[config.mk]
export PLATFORM = sky130hd
export DESIGN_NAME = secure_watchdog_lockout
export DESIGN_NICKNAME = d
export VERILOG_FILES = /design/src/core/sequence_decoder.v /design/src/core/secure_watchdog_lockout.v
export VERILOG_INCLUDE_DIRS = /design/src /design/src/common
export SDC_FILE = /design/constraint.sdc
export NUM_CORES = 1
export LEC_CHECK = 0
export BUFFER_PORTS_ARGS = -buffer_cell sky130_fd_sc_hd__buf_2
export CORE_MARGIN = 2
export CORE_UTILIZATION = 50
export CTS_CLUSTER_SIZE = 8
export DETAILED_ROUTE_END_ITERATION = 10
export PLACE_DENSITY = 0.73
export RECOVER_POWER = 25
export SLEW_MARGIN = 20
export SYNTH_ARGS = -nofsm -noshare
export SYNTH_HDL_FRONTEND = slang
export SYNTH_HIERARCHICAL = 1
export SYNTH_SLANG_ARGS = --single-unit
[constraint.sdc]
create_clock -name i_core_clk -period 5.2 [get_ports i_core_clk]
set_input_delay 1.04 -clock i_core_clk [delete_from_list [all_inputs] [get_ports i_core_clk]]
set_output_delay 1.04 -clock i_core_clk [all_outputs]
set_load 0.05 [all_outputs]
[src/common/secure_watchdog_lockout_regs.vh]
// Constants for the security sequencer, watchdog and reset lockout logic
`ifndef SECURE_WATCHDOG_LOCKOUT_REGS_VH
`define SECURE_WATCHDOG_LOCKOUT_REGS_VH
// ==========================================
// Clock and timing
`define CLK_HZ 40000000
`define WDT_TIMEOUT_MS 1000
`define WDT_TIMEOUT_CYC ((`CLK_HZ / 1000) * `WDT_TIMEOUT_MS)
`define LOCK_WINDOW_S 3600
`define TICK_1MS_CYC (`CLK_HZ / 1000)
`define LOCK_WINDOW_MS (`LOCK_WINDOW_S * 1000)
`define RESET_PULSE_CYC 16
// ==========================================
// Lockout
`define LOCK_WARM_BOOTS 4
// ==========================================
// Sequence operation codes
`define OP_NONE 2'h0
`define OP_WDT 2'h1
`define OP_LOCK_CLR 2'h2
`define OP_OUT_LOAD 2'h3
// ==========================================
// Special address sequences, three words each
`define SEQ_LEN 3
`define SEQ_WDT_A0 32'h0000a5a0
`define SEQ_WDT_A1 32'h00005a50
`define SEQ_WDT_A2 32'h0000c3c0
`define SEQ_CLR_A0 32'h0000a5a4
`define SEQ_CLR_A1 32'h00005a54
`define SEQ_CLR_A2 32'h0000c3c4
`define SEQ_OUT_A0 32'h0000a5a8
`define SEQ_OUT_A1 32'h00005a58
`define SEQ_OUT_A2 32'h0000c3c8
`endif

[src/core/sequence_decoder.v]
// Security address sequence decoder producing one-cycle operation strobes
`include "secure_watchdog_lockout_regs.vh"
module sequence_decoder #(
   parameter AW = 32
) (
   input wire i_core_clk,
   input wire i_resetn,
   input wire i_addr_valid,
   input wire [AW-1:0] i_addr,
   output reg [1:0] o_op
);
   // ==========================================
   // Step match
   localparam [1:0] ST_IDLE = 2'h0;
   localparam [1:0] ST_ONE = 2'h1;
   localparam [1:0] ST_TWO = 2'h2;

   reg [1:0] state;
   reg [1:0] seq;
   reg [1:0] next_state;
   reg [1:0] next_seq;
   reg [1:0] next_op;

   function [1:0] first_of;
      input [AW-1:0] a;
      begin
         if (a == `SEQ_WDT_A0)
            first_of = `OP_WDT;
         else if (a == `SEQ_CLR_A0)
            first_of = `OP_LOCK_CLR;
         else if (a == `SEQ_OUT_A0)
            first_of = `OP_OUT_LOAD;
         else
            first_of = `OP_NONE;
      end
   endfunction

   function [AW-1:0] word_of;
      input [1:0] s;
      input [1:0] idx;
      begin
         case ({s, idx})
            4'h5: word_of = `SEQ_WDT_A1;
            4'h6: word_of = `SEQ_WDT_A2;
            4'h9: word_of = `SEQ_CLR_A1;
            4'ha: word_of = `SEQ_CLR_A2;
            4'hd: word_of = `SEQ_OUT_A1;
            4'he: word_of = `SEQ_OUT_A2;
            default: word_of = {AW{1'b1}};
         endcase
      end
   endfunction

   always @* begin
      next_state = state;
      next_seq = seq;
      next_op = `OP_NONE;
      if (i_addr_valid) begin
         case (state)
            ST_IDLE: begin
               next_seq = first_of(i_addr);
               next_state = (next_seq == `OP_NONE) ? ST_IDLE : ST_ONE;
            end
            ST_ONE: begin
               if (i_addr == word_of(seq, 2'h1)) begin
                  next_state = ST_TWO;
               end else begin
                  // A breaking address may start a fresh sequence
                  next_seq = first_of(i_addr);
                  next_state = (next_seq == `OP_NONE) ? ST_IDLE : ST_ONE;
               end
            end
            ST_TWO: begin
               if (i_addr == word_of(seq, 2'h2)) begin
                  next_op = seq;
                  next_state = ST_IDLE;
                  next_seq = `OP_NONE;
               end else begin
                  next_seq = first_of(i_addr);
                  next_state = (next_seq == `OP_NONE) ? ST_IDLE : ST_ONE;
               end
            end
            default: begin
               next_state = ST_IDLE;
               next_seq = `OP_NONE;
            end
         endcase
      end
   end

   always @(posedge i_core_clk or negedge i_resetn) begin
      if (!i_resetn) begin
         state <= ST_IDLE;
         seq <= `OP_NONE;
         o_op <= `OP_NONE;
      end else begin
         state <= next_state;
         seq <= next_seq;
         o_op <= next_op;
      end
   end
endmodule // sequence_decoder

[src/core/secure_watchdog_lockout.v]
// Supervisor: sequence decoder, watchdog, reset lockout, supply-dip interrupt
// ==========================================
`include "secure_watchdog_lockout_regs.vh"
module secure_watchdog_lockout #(
   parameter AW = 32,
   parameter OUT_W = 6,
   parameter WDT_CYC = `WDT_TIMEOUT_CYC,
   parameter TICK_CYC = `TICK_1MS_CYC,
   parameter WINDOW_MS = `LOCK_WINDOW_MS,
   parameter PULSE_CYC = `RESET_PULSE_CYC
) (
   input wire i_core_clk,
   input wire i_resetn,
   input wire i_addr_valid,
   input wire [AW-1:0] i_addr,
   input wire [OUT_W-1:0] i_out_pending,
   input wire i_supply_dip,
   output reg [OUT_W-1:0] o_relay_out,
   output reg o_cpu_resetn,
   output reg o_nmi,
   output reg o_locked,
   output reg [2:0] o_boot_count
);
   wire [1:0] op;
   reg [31:0] wdt_cnt;
   reg [31:0] tick_cnt;
   reg [31:0] ms_cnt;
   reg [7:0] pulse_cnt;
   reg in_reset;

   sequence_decoder #(
      .AW(AW)
   ) u_decoder (
      .i_core_clk(i_core_clk),
      .i_resetn(i_resetn),
      .i_addr_valid(i_addr_valid),
      .i_addr(i_addr),
      .o_op(op)
   );

   wire kick = (op == `OP_WDT) && !in_reset && !o_locked;
   wire clr = (op == `OP_LOCK_CLR) && !in_reset && !o_locked;
   wire load = (op == `OP_OUT_LOAD) && !in_reset && !o_locked;
   wire timeout = !in_reset && !o_locked && (wdt_cnt >= WDT_CYC - 1);
   wire tick = (tick_cnt >= TICK_CYC - 1);
   // Reset that would be the fourth warm boot becomes the lockout instead
   wire lock_now = timeout && (o_boot_count == `LOCK_WARM_BOOTS - 1);

   // ==========================================
   // Output stage: only its own sequence moves it
   always @(posedge i_core_clk or negedge i_resetn) begin
      if (!i_resetn)
         o_relay_out <= {OUT_W{1'b0}};
      else if (load)
         o_relay_out <= i_out_pending;
   end

   // ==========================================
   // Watchdog and processor reset pulse
   always @(posedge i_core_clk or negedge i_resetn) begin
      if (!i_resetn) begin
         wdt_cnt <= 32'h0;
         pulse_cnt <= 8'h0;
         in_reset <= 1'b0;
         o_cpu_resetn <= 1'b0;
      end else begin
         o_cpu_resetn <= !(in_reset || o_locked || timeout || lock_now);
         if (kick || in_reset)
            wdt_cnt <= 32'h0;
         else if (!o_locked)
            wdt_cnt <= wdt_cnt + 32'h1;
         if (timeout) begin
            in_reset <= 1'b1;
            pulse_cnt <= 8'h0;
         end else if (in_reset) begin
            pulse_cnt <= pulse_cnt + 8'h1;
            if (pulse_cnt >= PULSE_CYC - 1)
               in_reset <= 1'b0;
         end
      end
   end

   // ==========================================
   // Lockout counter with hourly window
   // Window restarts at each clear; clear or expiry zeroes the count except in a cycle that also times out
   always @(posedge i_core_clk or negedge i_resetn) begin
      if (!i_resetn) begin
         tick_cnt <= 32'h0;
         ms_cnt <= 32'h0;
         o_boot_count <= 3'h0;
         o_locked <= 1'b0;
      end else begin
         tick_cnt <= tick ? 32'h0 : tick_cnt + 32'h1;
         if (clr || (tick && ms_cnt >= WINDOW_MS - 1)) begin
            ms_cnt <= 32'h0;
            if (!timeout)
               o_boot_count <= 3'h0;
         end else if (tick)
            ms_cnt <= ms_cnt + 32'h1;
         if (timeout && !lock_now)
            o_boot_count <= o_boot_count + 3'h1;
         if (lock_now)
            o_locked <= 1'b1;
      end
   end

   // ==========================================
   // Supply dip interrupt request, held while dip lasts
   always @(posedge i_core_clk or negedge i_resetn) begin
      if (!i_resetn)
         o_nmi <= 1'b0;
      else
         o_nmi <= i_supply_dip;
   end
endmodule // secure_watchdog_lockout

==> results of run 1 <==
## Yosys cell counts, types with 15 or more instances
library cell | instances | area share [%]
inv_1 | 17 | 1.0
xor2_1 | 29 | 4.2
nand3_1 | 38 | 3.1
nand2_1 | 50 | 3.1
a21oi_1 | 26 | 2.1
xnor2_1 | 18 | 2.6
dfrtp_1 | 123 | 50
nor4_1 | 19 | 1.9
nor2_1 | 85 | 5.2
o21ai_0 | 19 | 1.6
and3_1 | 15 | 1.5
nand4_1 | 32 | 3.3
## kinds of logic after synthesis
kind of cell / Yosys count
xor gates and xnor gates: 47
other: 1
buffers and inverters: 39
adders and majority gates: 7
DFF: 123
and+or+nand+nor: 303
AOI/OAI and AO/OA: 95
muxes: 15
## metal layers
metal	track usage [%]	wire length [um]	up-vias
li1	-	-	2395
met1	28.1	5680	2433
met2	32.7	6190	134
met3	5.82	679	20
met4	7.64	161	0
met5	0	0	-
## path summary, 6_finish.rpt
kind	end	slack [ns]	depth (start not counted)
worst max-delay path	o_boot_count[0]	2.11	7
worst min-delay path	tick_cnt[0]	0.45	1
worst max register to register	o_boot_count[0]	2.11	7
worst min register to register	tick_cnt[0]	0.45	1
max in group asynchronous	ms_cnt[20]	2.77	2
min in group asynchronous	wdt_cnt[18]	1.13	1
## cell usage in the layout, fill, tap and decap left out, drive strengths merged, types with 5 or more instances in the layout
cell and instances:
dfrtp 123, nor2 86, buf 55, nand2 51, nand3 38, nand4 32
xor2 29, o21ai 27, a21oi 26, inv 23, nor4 20, xnor2 18
clkbuf 18, conb 16, and3 15, nor3 13, or3 11, and2 9
mux2i 8, nand3b 7, mux2 7, ha 7, and4 6, nand2b 5
a211oi 5
## worst max-delay path: cells and delay by family (launching register included)
kind / cells / cell delay (ns)
mux: 1 / 0.15
fa+ha+maj: 1 / 0.25
flops: 1 / 0.40
compound gates: 3 / 1.44
simple gates: 2 / 0.73
## power breakdown
part           internal (mW)  switching (mW)  total (mW)
Sequential             0.980          0.0202        1.00
Clock                  0.762           0.453        1.22
Combinational         0.0281          0.0495      0.0775
Total                   1.77           0.523        2.29
## flip-flops by register name, summed over array words and instances, names as in the netlist
name and cells:
wdt_cnt 32, tick_cnt 32, u_decoder/seq 2, o_relay_out 6, pulse_cnt 8, ms_cnt 32
o_nmi 1, o_boot_count 3, u_decoder/o_op 2, o_cpu_resetn 1, o_locked 1, in_reset 1
u_decoder/state 2
## final cells by class
type / instances / area share, %
flip-flops and latches: 123 / 43.0
multi-input cells: 483 / 41.0
clock buffers: 17 / 5.94
repair buffers: 56 / 4.02
clock inverters: 15 / 2.62
well taps: 147 / 2.57
inverters: 17 / 0.891
==> out/summary.txt, run 1 <==
Post-synthesis xor/xnor area fraction: 6.74%
H-tree Lvls: 4
# fillers: 999
Max Buffers Root-to-Sink: 2
Clk_lat worst skew: 0.41 ns
Cts hold-fix bufs: 0
#FFs+latches synth: 123
Place WS: 2.10 ns
PnR worst setup slack: 2.11 ns
Slew @ Worst Pin: 1.91 ns
DP HPWL: 8720 um
Post-CTS setup buffer count: 0
VDD IR max: 0.214 mV
Mux contribution to synthesized area: 2.81%
Cell chain of the critical path: ha_1 -> nand3_1 -> o311ai_1 -> and4_1 -> a2bb2oi_1 -> mux2i_4 -> a22o_1
Port Buffers: 53
Cells after Synth: 630
Slew headroom: -27.6%
Max-cap violations: 1
Period utilisation layout: 59.4%
I/O Pins: 54
Finished Layout Cells: 858
Leakage: 3.18 nW
Setup crit start kind: flip-flop
Routability cong.: 0.876
Failing checks: max-capacitance violations, max-slew violations
Final Util: 59.9%
Hold Path Origin: tick_cnt[0]
Die area: 0.0131 mm^2
First-pass DRT Iterations: 5
Largest family of logic cells by synthesized area: simple AND/OR/NAND/NOR gates
CP Launch Point: ms_cnt[0]
Setup violators final: 0
Post-route ant nets: 0
Pin count of the biggest net entering global routing: 78
Ys Warns: 6
Die Y: 115 um
Clk_skew: 0.00541 ns
GRT Util Overall: 20.9%
Critical path capture point type: flip-flop
Cts repair resizes: 0
Vias: 4,982
RSZ-0062 raised after global routing: no
Initial Util: 51.0%
WP data required: 5.50 ns
Unique masters post-synth: 64
Post-DR vias/cell: 5.81
Antenna violations before repair: 0
CP arrival: 3.39 ns
Root Driver: clkbuf_16
Post-Synth Simple-Gate Area: 25.6%
First-pass GRT wire length: 22,000 um
Register area: 0.00308 mm^2
Pwr/cell area: 320 mW/mm^2
Synthesized area per cell: 9.69 um^2
Crit path kind: flip-flop to flip-flop
Max incr delay on CP: 0.88 ns
Max Fclk: 324 MHz
Synth Cell Area: 0.00611 mm^2
Reg clk slew, reported paths: 0.06 ns
Dpl cells: 825
DRC Markers: 0
Critical-path top delay cell: a2bb2oi_1
Grt ovf: 0
Period minus WS final: 3.09 ns
Post-synthesis compound-gate area fraction: 10.2%
Area delta synth->final: 17.3%
WHS: 0.451 ns
DIE WIDTH: 115 um
Endpoints failing hold: 0
Sequential fraction of the synthesis area: 50.4%
Layout Nets: 747
Tightest Hold Check Type: flip-flop to flip-flop
Crit-path max FO: 12
Num CTS Buffers: 17
Vias in the first global route: 4,788
DP Area: 0.00654 mm^2
Post-Synth Adder-Cell Area: 1.43%
Area of the multi-input gates: 0.00294 mm^2
Wire per inst: 14.8 um
Status: finished with violations
CTS sink count: 123
Site Rows: 40
Setup TNS: 0 ns
Async SR Flop Fraction: 100%
CTS tree: built
Area of the core: 0.0120 mm^2
Power, Total: 2.29 mW
First DRT Iteration DRCs: 425
Number of diodes: 0
Layout cells sized above 1: 15.3%
Final WL: 12,700 um
Post-synth EDFFs: 0
Fin. max-slew vios: 78
Reg2reg start: ms_cnt[0]
Synth Flop Type: dfrtp_1
Post-route cell area: 0.00716 mm^2
No activity file was read; power rests on OpenSTA's default activity.
==> run 2: changes to the inputs <==
- ABC_AREA: default -> 1
- PLACE_DENSITY: 0.73 -> 0.75
- clock period: 5.2 -> 2.5 ns (I/O delays scaled with it)
==> run 2 against run 1 <==
Global-route usage up 0.061 points. Largest cell class is now multi-input combinational cells. Via count grew 24%. Non-clock buffer count increased by 2. Maximum frequency up 50%. The run now ends clean. Count of clock-buffer cells in the layout increased by 3. Die area grew 14%. Utilization decreased by 0.77 points. Register-to-register slack got worse by 1.7 ns. Sequential power rose by 110%.
==> out/summary.txt, run 2 <==
Status: finished, final reports clean (was finished with violations)
Pin count of the biggest net entering global routing: 59 (was 78)
Setup crit start kind: flip-flop (unchanged)
Biggest regs: ms_cnt x32, tick_cnt x32, wdt_cnt x32 (unchanged)
Initial Util: 50.9% (was 51.0%)
# fillers: 1,264 (was 999)
Synth area leader: dfrtp_1 (unchanged)
Synth Cell Area: 0.00702 mm^2 (was 0.00611 mm^2)
Post-DR vias/cell: 5.14 (was 5.81)
Leakage: 4.01 nW (was 3.18 nW)
Combinational power share: 4.8% (was 3.4%)
Die Y: 122 um (was 115 um)
Synth cell count leaders: 199 x nand2_1, 148 x nor2_1, 132 x inv_1 (was 123 x dfrtp_1, 85 x nor2_1, 50 x nand2_1)
Period utilisation layout: 82.3% (was 59.4%)
Die area: 0.0150 mm^2 (was 0.0131 mm^2)
Reg clk slew, reported paths: 0.05 ns (was 0.06 ns)
Register area: 0.00308 mm^2 (unchanged)
Port Buffers: 53 (unchanged)
Tightest Hold Check Type: input port to flip-flop (was flip-flop to flip-flop)
Final Util: 59.1% (was 59.9%)
Synthesized area per cell: 7.54 um^2 (was 9.69 um^2)
CTS tree: built (unchanged)
Cts hold-fix bufs: 1 (was 0)
Ys Warns: 6 (unchanged)
Period minus WS final: 2.06 ns (was 3.09 ns)
Unique masters post-synth: 51 (was 64)
Dpl cells: 1,172 (was 825)
VDD IR max: 0.436 mV (was 0.214 mV)
I/O Pins: 54 (unchanged)
Sequential fraction of the synthesis area: 43.9% (was 50.4%)
Clock power share: 51.7% (was 53.0%)
Clk_skew: 0.00895 ns (was 0.00541 ns)
R2R depth: 10 (was 7)
Site Rows: 43 (was 40)
Proportion of power drawn by flip-flops and latches: 43.5% (was 43.6%)
Post-route ant nets: 0 (unchanged)
Synth area leaders: dfrtp_1 44%, nand2_1 11%, nor2_1 7.9%, inv_1 7.1%, nand3_1 3.9% (was dfrtp_1 50%, nor2_1 5.2%, xor2_1 4.2%, nand4_1 3.3%, nand3_1 3.1%)
Post-CTS setup buffer count: 0 (unchanged)
Root Driver: clkbuf_16 (unchanged)
Endpoints failing hold: 0 (unchanged)
Layout Nets: 1,061 (was 747)
Async SR Flop Fraction: 100% (unchanged)
DIE WIDTH: 122 um (was 115 um)
First DRT Iteration DRCs: 452 (was 425)
WHS Path Cells: 1 (unchanged)
Most frequent cells in the layout: 199 x nand2_1, 148 x nor2_1, 132 x inv_1 (was 123 x dfrtp_1, 85 x nor2_1, 52 x buf_2)
CP arrival: 2.39 ns (was 3.39 ns)
#FFs+latches synth: 123 (unchanged)
Switching part of the total: 22.0% (was 22.8%)
Slew headroom: 3.13% (was -27.6%)
Grt ovf: 0 (unchanged)
Vias: 6,193 (was 4,982)
Area of the core: 0.0138 mm^2 (was 0.0120 mm^2)
WHS: 0.182 ns (was 0.451 ns)
DP HPWL: 10,600 um (was 8720 um)
CTS sink count: 123 (unchanged)
Max Buffers Root-to-Sink: 2 (unchanged)
Crit-path max FO: 20 (was 12)
Vias in the first global route: 5,775 (was 4,788)
P_sw: 1.06 mW (was 523 uW)
Post-route cell area: 0.00814 mm^2 (was 0.00716 mm^2)
Crit path kind: flip-flop to flip-flop (unchanged)
First-pass DRT Iterations: 5 (unchanged)
Number of diodes: 0 (unchanged)
Finished Layout Cells: 1,205 (was 858)
Clk_lat worst skew: 0.42 ns (was 0.41 ns)
Setup violators final: 0 (unchanged)
GRT Util Overall: 21.0% (was 20.9%)
Post-synth EDFFs: 0 (unchanged)
Top-area cell type share of the netlist area: 43.9% (was 50.4%)
Max-cap violations: 0 (was 1)
Final WL: 14,500 um (was 12,700 um)
Cts repair resizes: 0 (unchanged)
WP data required: 2.83 ns (was 5.50 ns)
Critical path capture point type: flip-flop (unchanged)
H-tree Lvls: 4 (unchanged)
DP Area: 0.00754 mm^2 (was 0.00654 mm^2)
Pint: 3.73 mW (was 1.77 mW)
Layout cells sized above 1: 15.1% (was 15.3%)
Routability cong.: 0.875 (was 0.876)
RSZ-0062 raised after global routing: no (unchanged)
Pwr/cell area: 588 mW/mm^2 (was 320 mW/mm^2)
First-pass GRT wire length: 25,300 um (was 22,000 um)
Fin. max-slew vios: 0 (was 78)
Slew @ Worst Pin: 1.45 ns (was 1.91 ns)
DRC Markers: 0 (unchanged)
Most common cell after layout, fill and taps aside: nand2_1 (was dfrtp_1)
Area of the multi-input gates: 0.00337 mm^2 (was 0.00294 mm^2)
Wire per inst: 12.1 um (was 14.8 um)
Setup TNS: 0 ns (unchanged)
Synth Flop Type: dfrtp_1 (unchanged)
Antenna violations before repair: 0 (unchanged)
Cells after Synth: 930 (was 630)
Count leader, synth: nand2_1 (was dfrtp_1)
Area delta synth->final: 16.1% (was 17.3%)
Num CTS Buffers: 17 (unchanged)
Max Fclk: 486 MHz (was 324 MHz)
## run 2: worst paths after layout
kind                                     to          from  slack (ns)
max                               ms_cnt[2]   tick_cnt[0]        0.44
min                                   o_nmi  i_supply_dip        0.18
max reg2reg                       ms_cnt[2]   tick_cnt[0]        0.44
min reg2reg                     tick_cnt[0]   tick_cnt[0]        0.46
max in group asynchronous  u_decoder/seq[1]      i_resetn        0.57
min in group asynchronous      tick_cnt[27]      i_resetn        0.98
## run 2: cell families (layout without fill, tap and decap cells)
family | Yosys count | count (layout) | share of synthesized area (%)
buffers and inverters | 154 | 234 | 8.94
other | 1 | 16 | 0.0535
and+or+nand+nor | 526 | 526 | 35.1
xor gates and xnor gates | 12 | 12 | 1.50
adders and majority gates | 7 | 7 | 1.25
DFF | 123 | 123 | 43.9
AOI/OAI and AO/OA | 100 | 100 | 8.17
muxes | 7 | 7 | 1.11
## run 2: critical path, cell delays in order (launching register included)
cell     delay, ns
dfrtp_1       0.39
ha_1          0.22
nand2_1       0.09
inv_1         0.07
nand3_1       0.09
nand2_1       0.06
nand2_1       0.12
nand3_4       0.16
nand2_2       0.38
inv_2         0.20
nor3_1        0.20
## run 2: cell type report
| type | instances | share of cell area (%) |
|---|---|---|
| inverters | 144 | 6.67 |
| multi-input cells | 668 | 41.3 |
| well taps | 180 | 2.77 |
| flip-flops and latches | 123 | 37.8 |
| clock buffers | 20 | 5.61 |
| repair buffers | 58 | 4.03 |
| clock inverters | 12 | 1.80 |
## run 2: metal layers
| metal | vias up | share of wire [%] | global-route usage [%] |
|---|---|---|---|
| li1 | 3150 | - | - |
| met1 | 2865 | 46 | 28.2 |
| met2 | 157 | 47 | 33.6 |
| met3 | 21 | 5.3 | 4.23 |
| met4 | 0 | 1.5 | 7.97 |
| met5 | - | 0 | 0 |
## run 2: stage by stage
step,setup WS [ns],total power [mW]
floorplan,0.685,2.23
global placement,0.517,2.34
detailed placement,0.446,2.35
CTS,0.435,4.83
global route,0.180,4.96
finish,0.441,4.79
## run 2: power groups by stage
stage	Combinational, mW	Sequential [mW]	Clock [mW]
2_1_floorplan	0.0971	2.13	0
4_1_cts	0.234	2.08	2.51
3_5_place_dp	0.231	2.12	0
3_3_place_gp	0.226	2.12	0
5_1_grt	0.265	2.09	2.61
6_report	0.229	2.08	2.48
==> run 3: changes to the inputs <==
- clock period: 2.5 -> 1.7 ns (I/O delays scaled with it)
==> run 3 against run 2 <==
The run now ends with negative setup slack left. Total power up 54%. Worst hold slack worse by 0.040 ns. Utilization up 6.8 points. Critical path depth up 4. Via count up 6.8%. Sequential share of layout area down 3.9 points. Maximum frequency up 20%. Setup slack worse by 0.45 ns.
==> out/summary.txt, run 3 (synthesis gave the netlist of run 2 again) <==
Status: finished with violations (was finished, final reports clean)
Failing checks: negative setup slack
Slew @ Worst Pin: 0.602 ns (was 1.45 ns)
WHS Path Cells: 2 (was 1)
GR Util met3: 5.81% (was 4.23%)
Vias: 6,612 (was 6,193)
Site Rows: 43 (unchanged)
M2 GR Usage: 35.8% (was 33.6%)
PnR worst setup slack: -0.00944 ns (was 0.441 ns)
Die area: 0.0150 mm^2 (unchanged)
Wire per inst: 13.0 um (was 12.1 um)
Grt ovf: 0 (unchanged)
Crit-path max FO: 7 (was 20)
Port Buffers: 53 (unchanged)
Area delta synth->final: 29.5% (was 16.1%)
GRT Util Overall: 22.1% (was 21.0%)
WP data required: 2.06 ns (was 2.83 ns)
Pin count of the biggest net entering global routing: 33 (was 59)
CTS sink count: 123 (unchanged)
Gr busiest metal: met2 (unchanged)
R2R depth: 14 (was 10)
Post-route ant nets: 0 (unchanged)
Number of diodes: 0 (unchanged)
I/O Pins: 54 (unchanged)
Root Driver: clkbuf_16 (unchanged)
Die Y: 122 um (unchanged)
DRC Markers: 0 (unchanged)
Reg clk slew, reported paths: 0.06 ns (was 0.05 ns)
Num CTS Buffers: 17 (unchanged)
Area of the core: 0.0138 mm^2 (unchanged)
Critical path capture point type: flip-flop (unchanged)
Period minus WS final: 1.71 ns (was 2.06 ns)
Fin. max-slew vios: 0 (unchanged)
Dpl cells: 1,229 (was 1,172)
Max Buffers Root-to-Sink: 2 (unchanged)
CTS tree: built (unchanged)
Leakage: 4.40 nW (was 4.01 nW)
DIE WIDTH: 122 um (unchanged)
Post-DR vias/cell: 5.17 (was 5.14)
Most common cell after layout, fill and taps aside: nand2_1 (unchanged)
Layout Nets: 1,136 (was 1,061)
Vias in the first global route: 5,970 (was 5,775)
CP arrival: 2.07 ns (was 2.39 ns)
Initial Util: 50.9% (unchanged)
VDD IR max: 0.770 mV (was 0.436 mV)
RSZ-0062 raised after global routing: yes (was no)
Max Fclk: 585 MHz (was 486 MHz)
Routability cong.: 0.900 (was 0.875)
First DRT Iteration DRCs: 500 (was 452)
Crit path kind: flip-flop to flip-flop (unchanged)
Final WL: 16,700 um (was 14,500 um)
Pwr/cell area: 809 mW/mm^2 (was 588 mW/mm^2)
DP HPWL: 11,100 um (was 10,600 um)
Biggest regs: ms_cnt x32, tick_cnt x32, wdt_cnt x32 (unchanged)
Met1 Track Usage GR: 29.3% (was 28.2%)
H-tree Lvls: 4 (unchanged)
# fillers: 1,185 (was 1,264)
Finished Layout Cells: 1,280 (was 1,205)
First-pass GRT wire length: 26,300 um (was 25,300 um)
Setup crit start kind: flip-flop (unchanged)
Antenna violations before repair: 0 (unchanged)
Layout cells sized above 1: 28.8% (was 15.1%)
First-pass DRT Iterations: 6 (was 5)
Clk_skew: 0.0101 ns (was 0.00895 ns)
Clk_lat worst skew: 0.43 ns (was 0.42 ns)
Post-route cell area: 0.00909 mm^2 (was 0.00814 mm^2)
Most frequent cells in the layout: 178 x nand2_1, 128 x nor2_1, 124 x inv_1 (was 199 x nand2_1, 148 x nor2_1, 132 x inv_1)
Setup violators final: 1 (was 0)
Period utilisation layout: 101% (was 82.3%)
Max-cap violations: 0 (unchanged)
Tightest Hold Check Type: input port to flip-flop (unchanged)
DP Area: 0.00798 mm^2 (was 0.00754 mm^2)
Endpoints failing hold: 0 (unchanged)
Slew headroom: 59.9% (was 3.13%)
run 3: repair_timing:
item | CTS | global route
hold buffers | 1 | 1
buffers inserted | 2 | 14
gates resized for setup | 10 | 114
endpoints found under the setup margin | 21 | 79
pin swaps | 3 | 34
gates cloned | 0 | 1
endpoints found under the hold margin | 18 | 1
run 3: worst max-delay path: stages, from the launching register on:
cell and delay, ns:
dfrtp_1 0.36, ha_2 0.19, nand2_2 0.06, inv_2 0.06
nand3_2 0.07, nand2_2 0.09, nand2_2 0.07, nand3_4 0.17
buf_6 0.14, nand2_4 0.06, nor2_4 0.13, nand2_1 0.07
nand2_1 0.06, inv_1 0.04, nor2_1 0.07
run 3: report_power, final:
part	switching [mW]	internal, mW	total, mW
logic	0.267	0.159	0.427
registers	0.0584	3.01	3.07
clock network	1.35	2.51	3.86
run 3: per-layer routing:
metal / routed length [um] / vias up
met5: 0 / -
met4: 327 / 0
met3: 758 / 38
met2: 8150 / 170
met1: 7450 / 3106
li1: - / 3298
run 3: layout make-up:
class / instances / area [um^2] / share of cell area [%]
inverter: 144 / 551 / 6.06
tap: 180 / 225 / 2.48
clock inverter: 12 / 170 / 1.87
multi-input combinational: 668 / 3690 / 40.6
timing repair buffer: 133 / 912 / 10.0
clock buffer: 20 / 457 / 5.03
sequential: 123 / 3080 / 33.9
run 3: final timing paths:
check,from,to,slack (ns)
hold reg to reg,pulse_cnt[7],in_reset,0.50
setup reg to reg,tick_cnt[0],ms_cnt[13],-0.009
min in group asynchronous,i_resetn,tick_cnt[16],0.43
max in group asynchronous,i_resetn,o_locked,0.24
setup / recovery,tick_cnt[0],ms_cnt[13],-0.009
hold / removal,i_out_pending[1],o_relay_out[1],0.14
run 3: metrics by stage:
| stage | hold WS, ns | worst slack, ns | util [%] | setup TNS (ns) | power (mW) |
|---|---|---|---|---|---|
| after floorplan | 0.0444 | 0.0530 | - | 0 | 3.27 |
| after global placement | 0.264 | -0.00103 | 57.9 | -0.00103 | 3.45 |
| after detailed placement | 0.267 | -0.0416 | 57.9 | -0.155 | 3.46 |
| after CTS | 0.0122 | -0.0378 | 62.8 | -0.127 | 7.31 |
| after global routing | 0.122 | -0.174 | 66.0 | -2.55 | 7.63 |
| final | 0.143 | -0.00944 | 66.0 | -0.00944 | 7.36 |
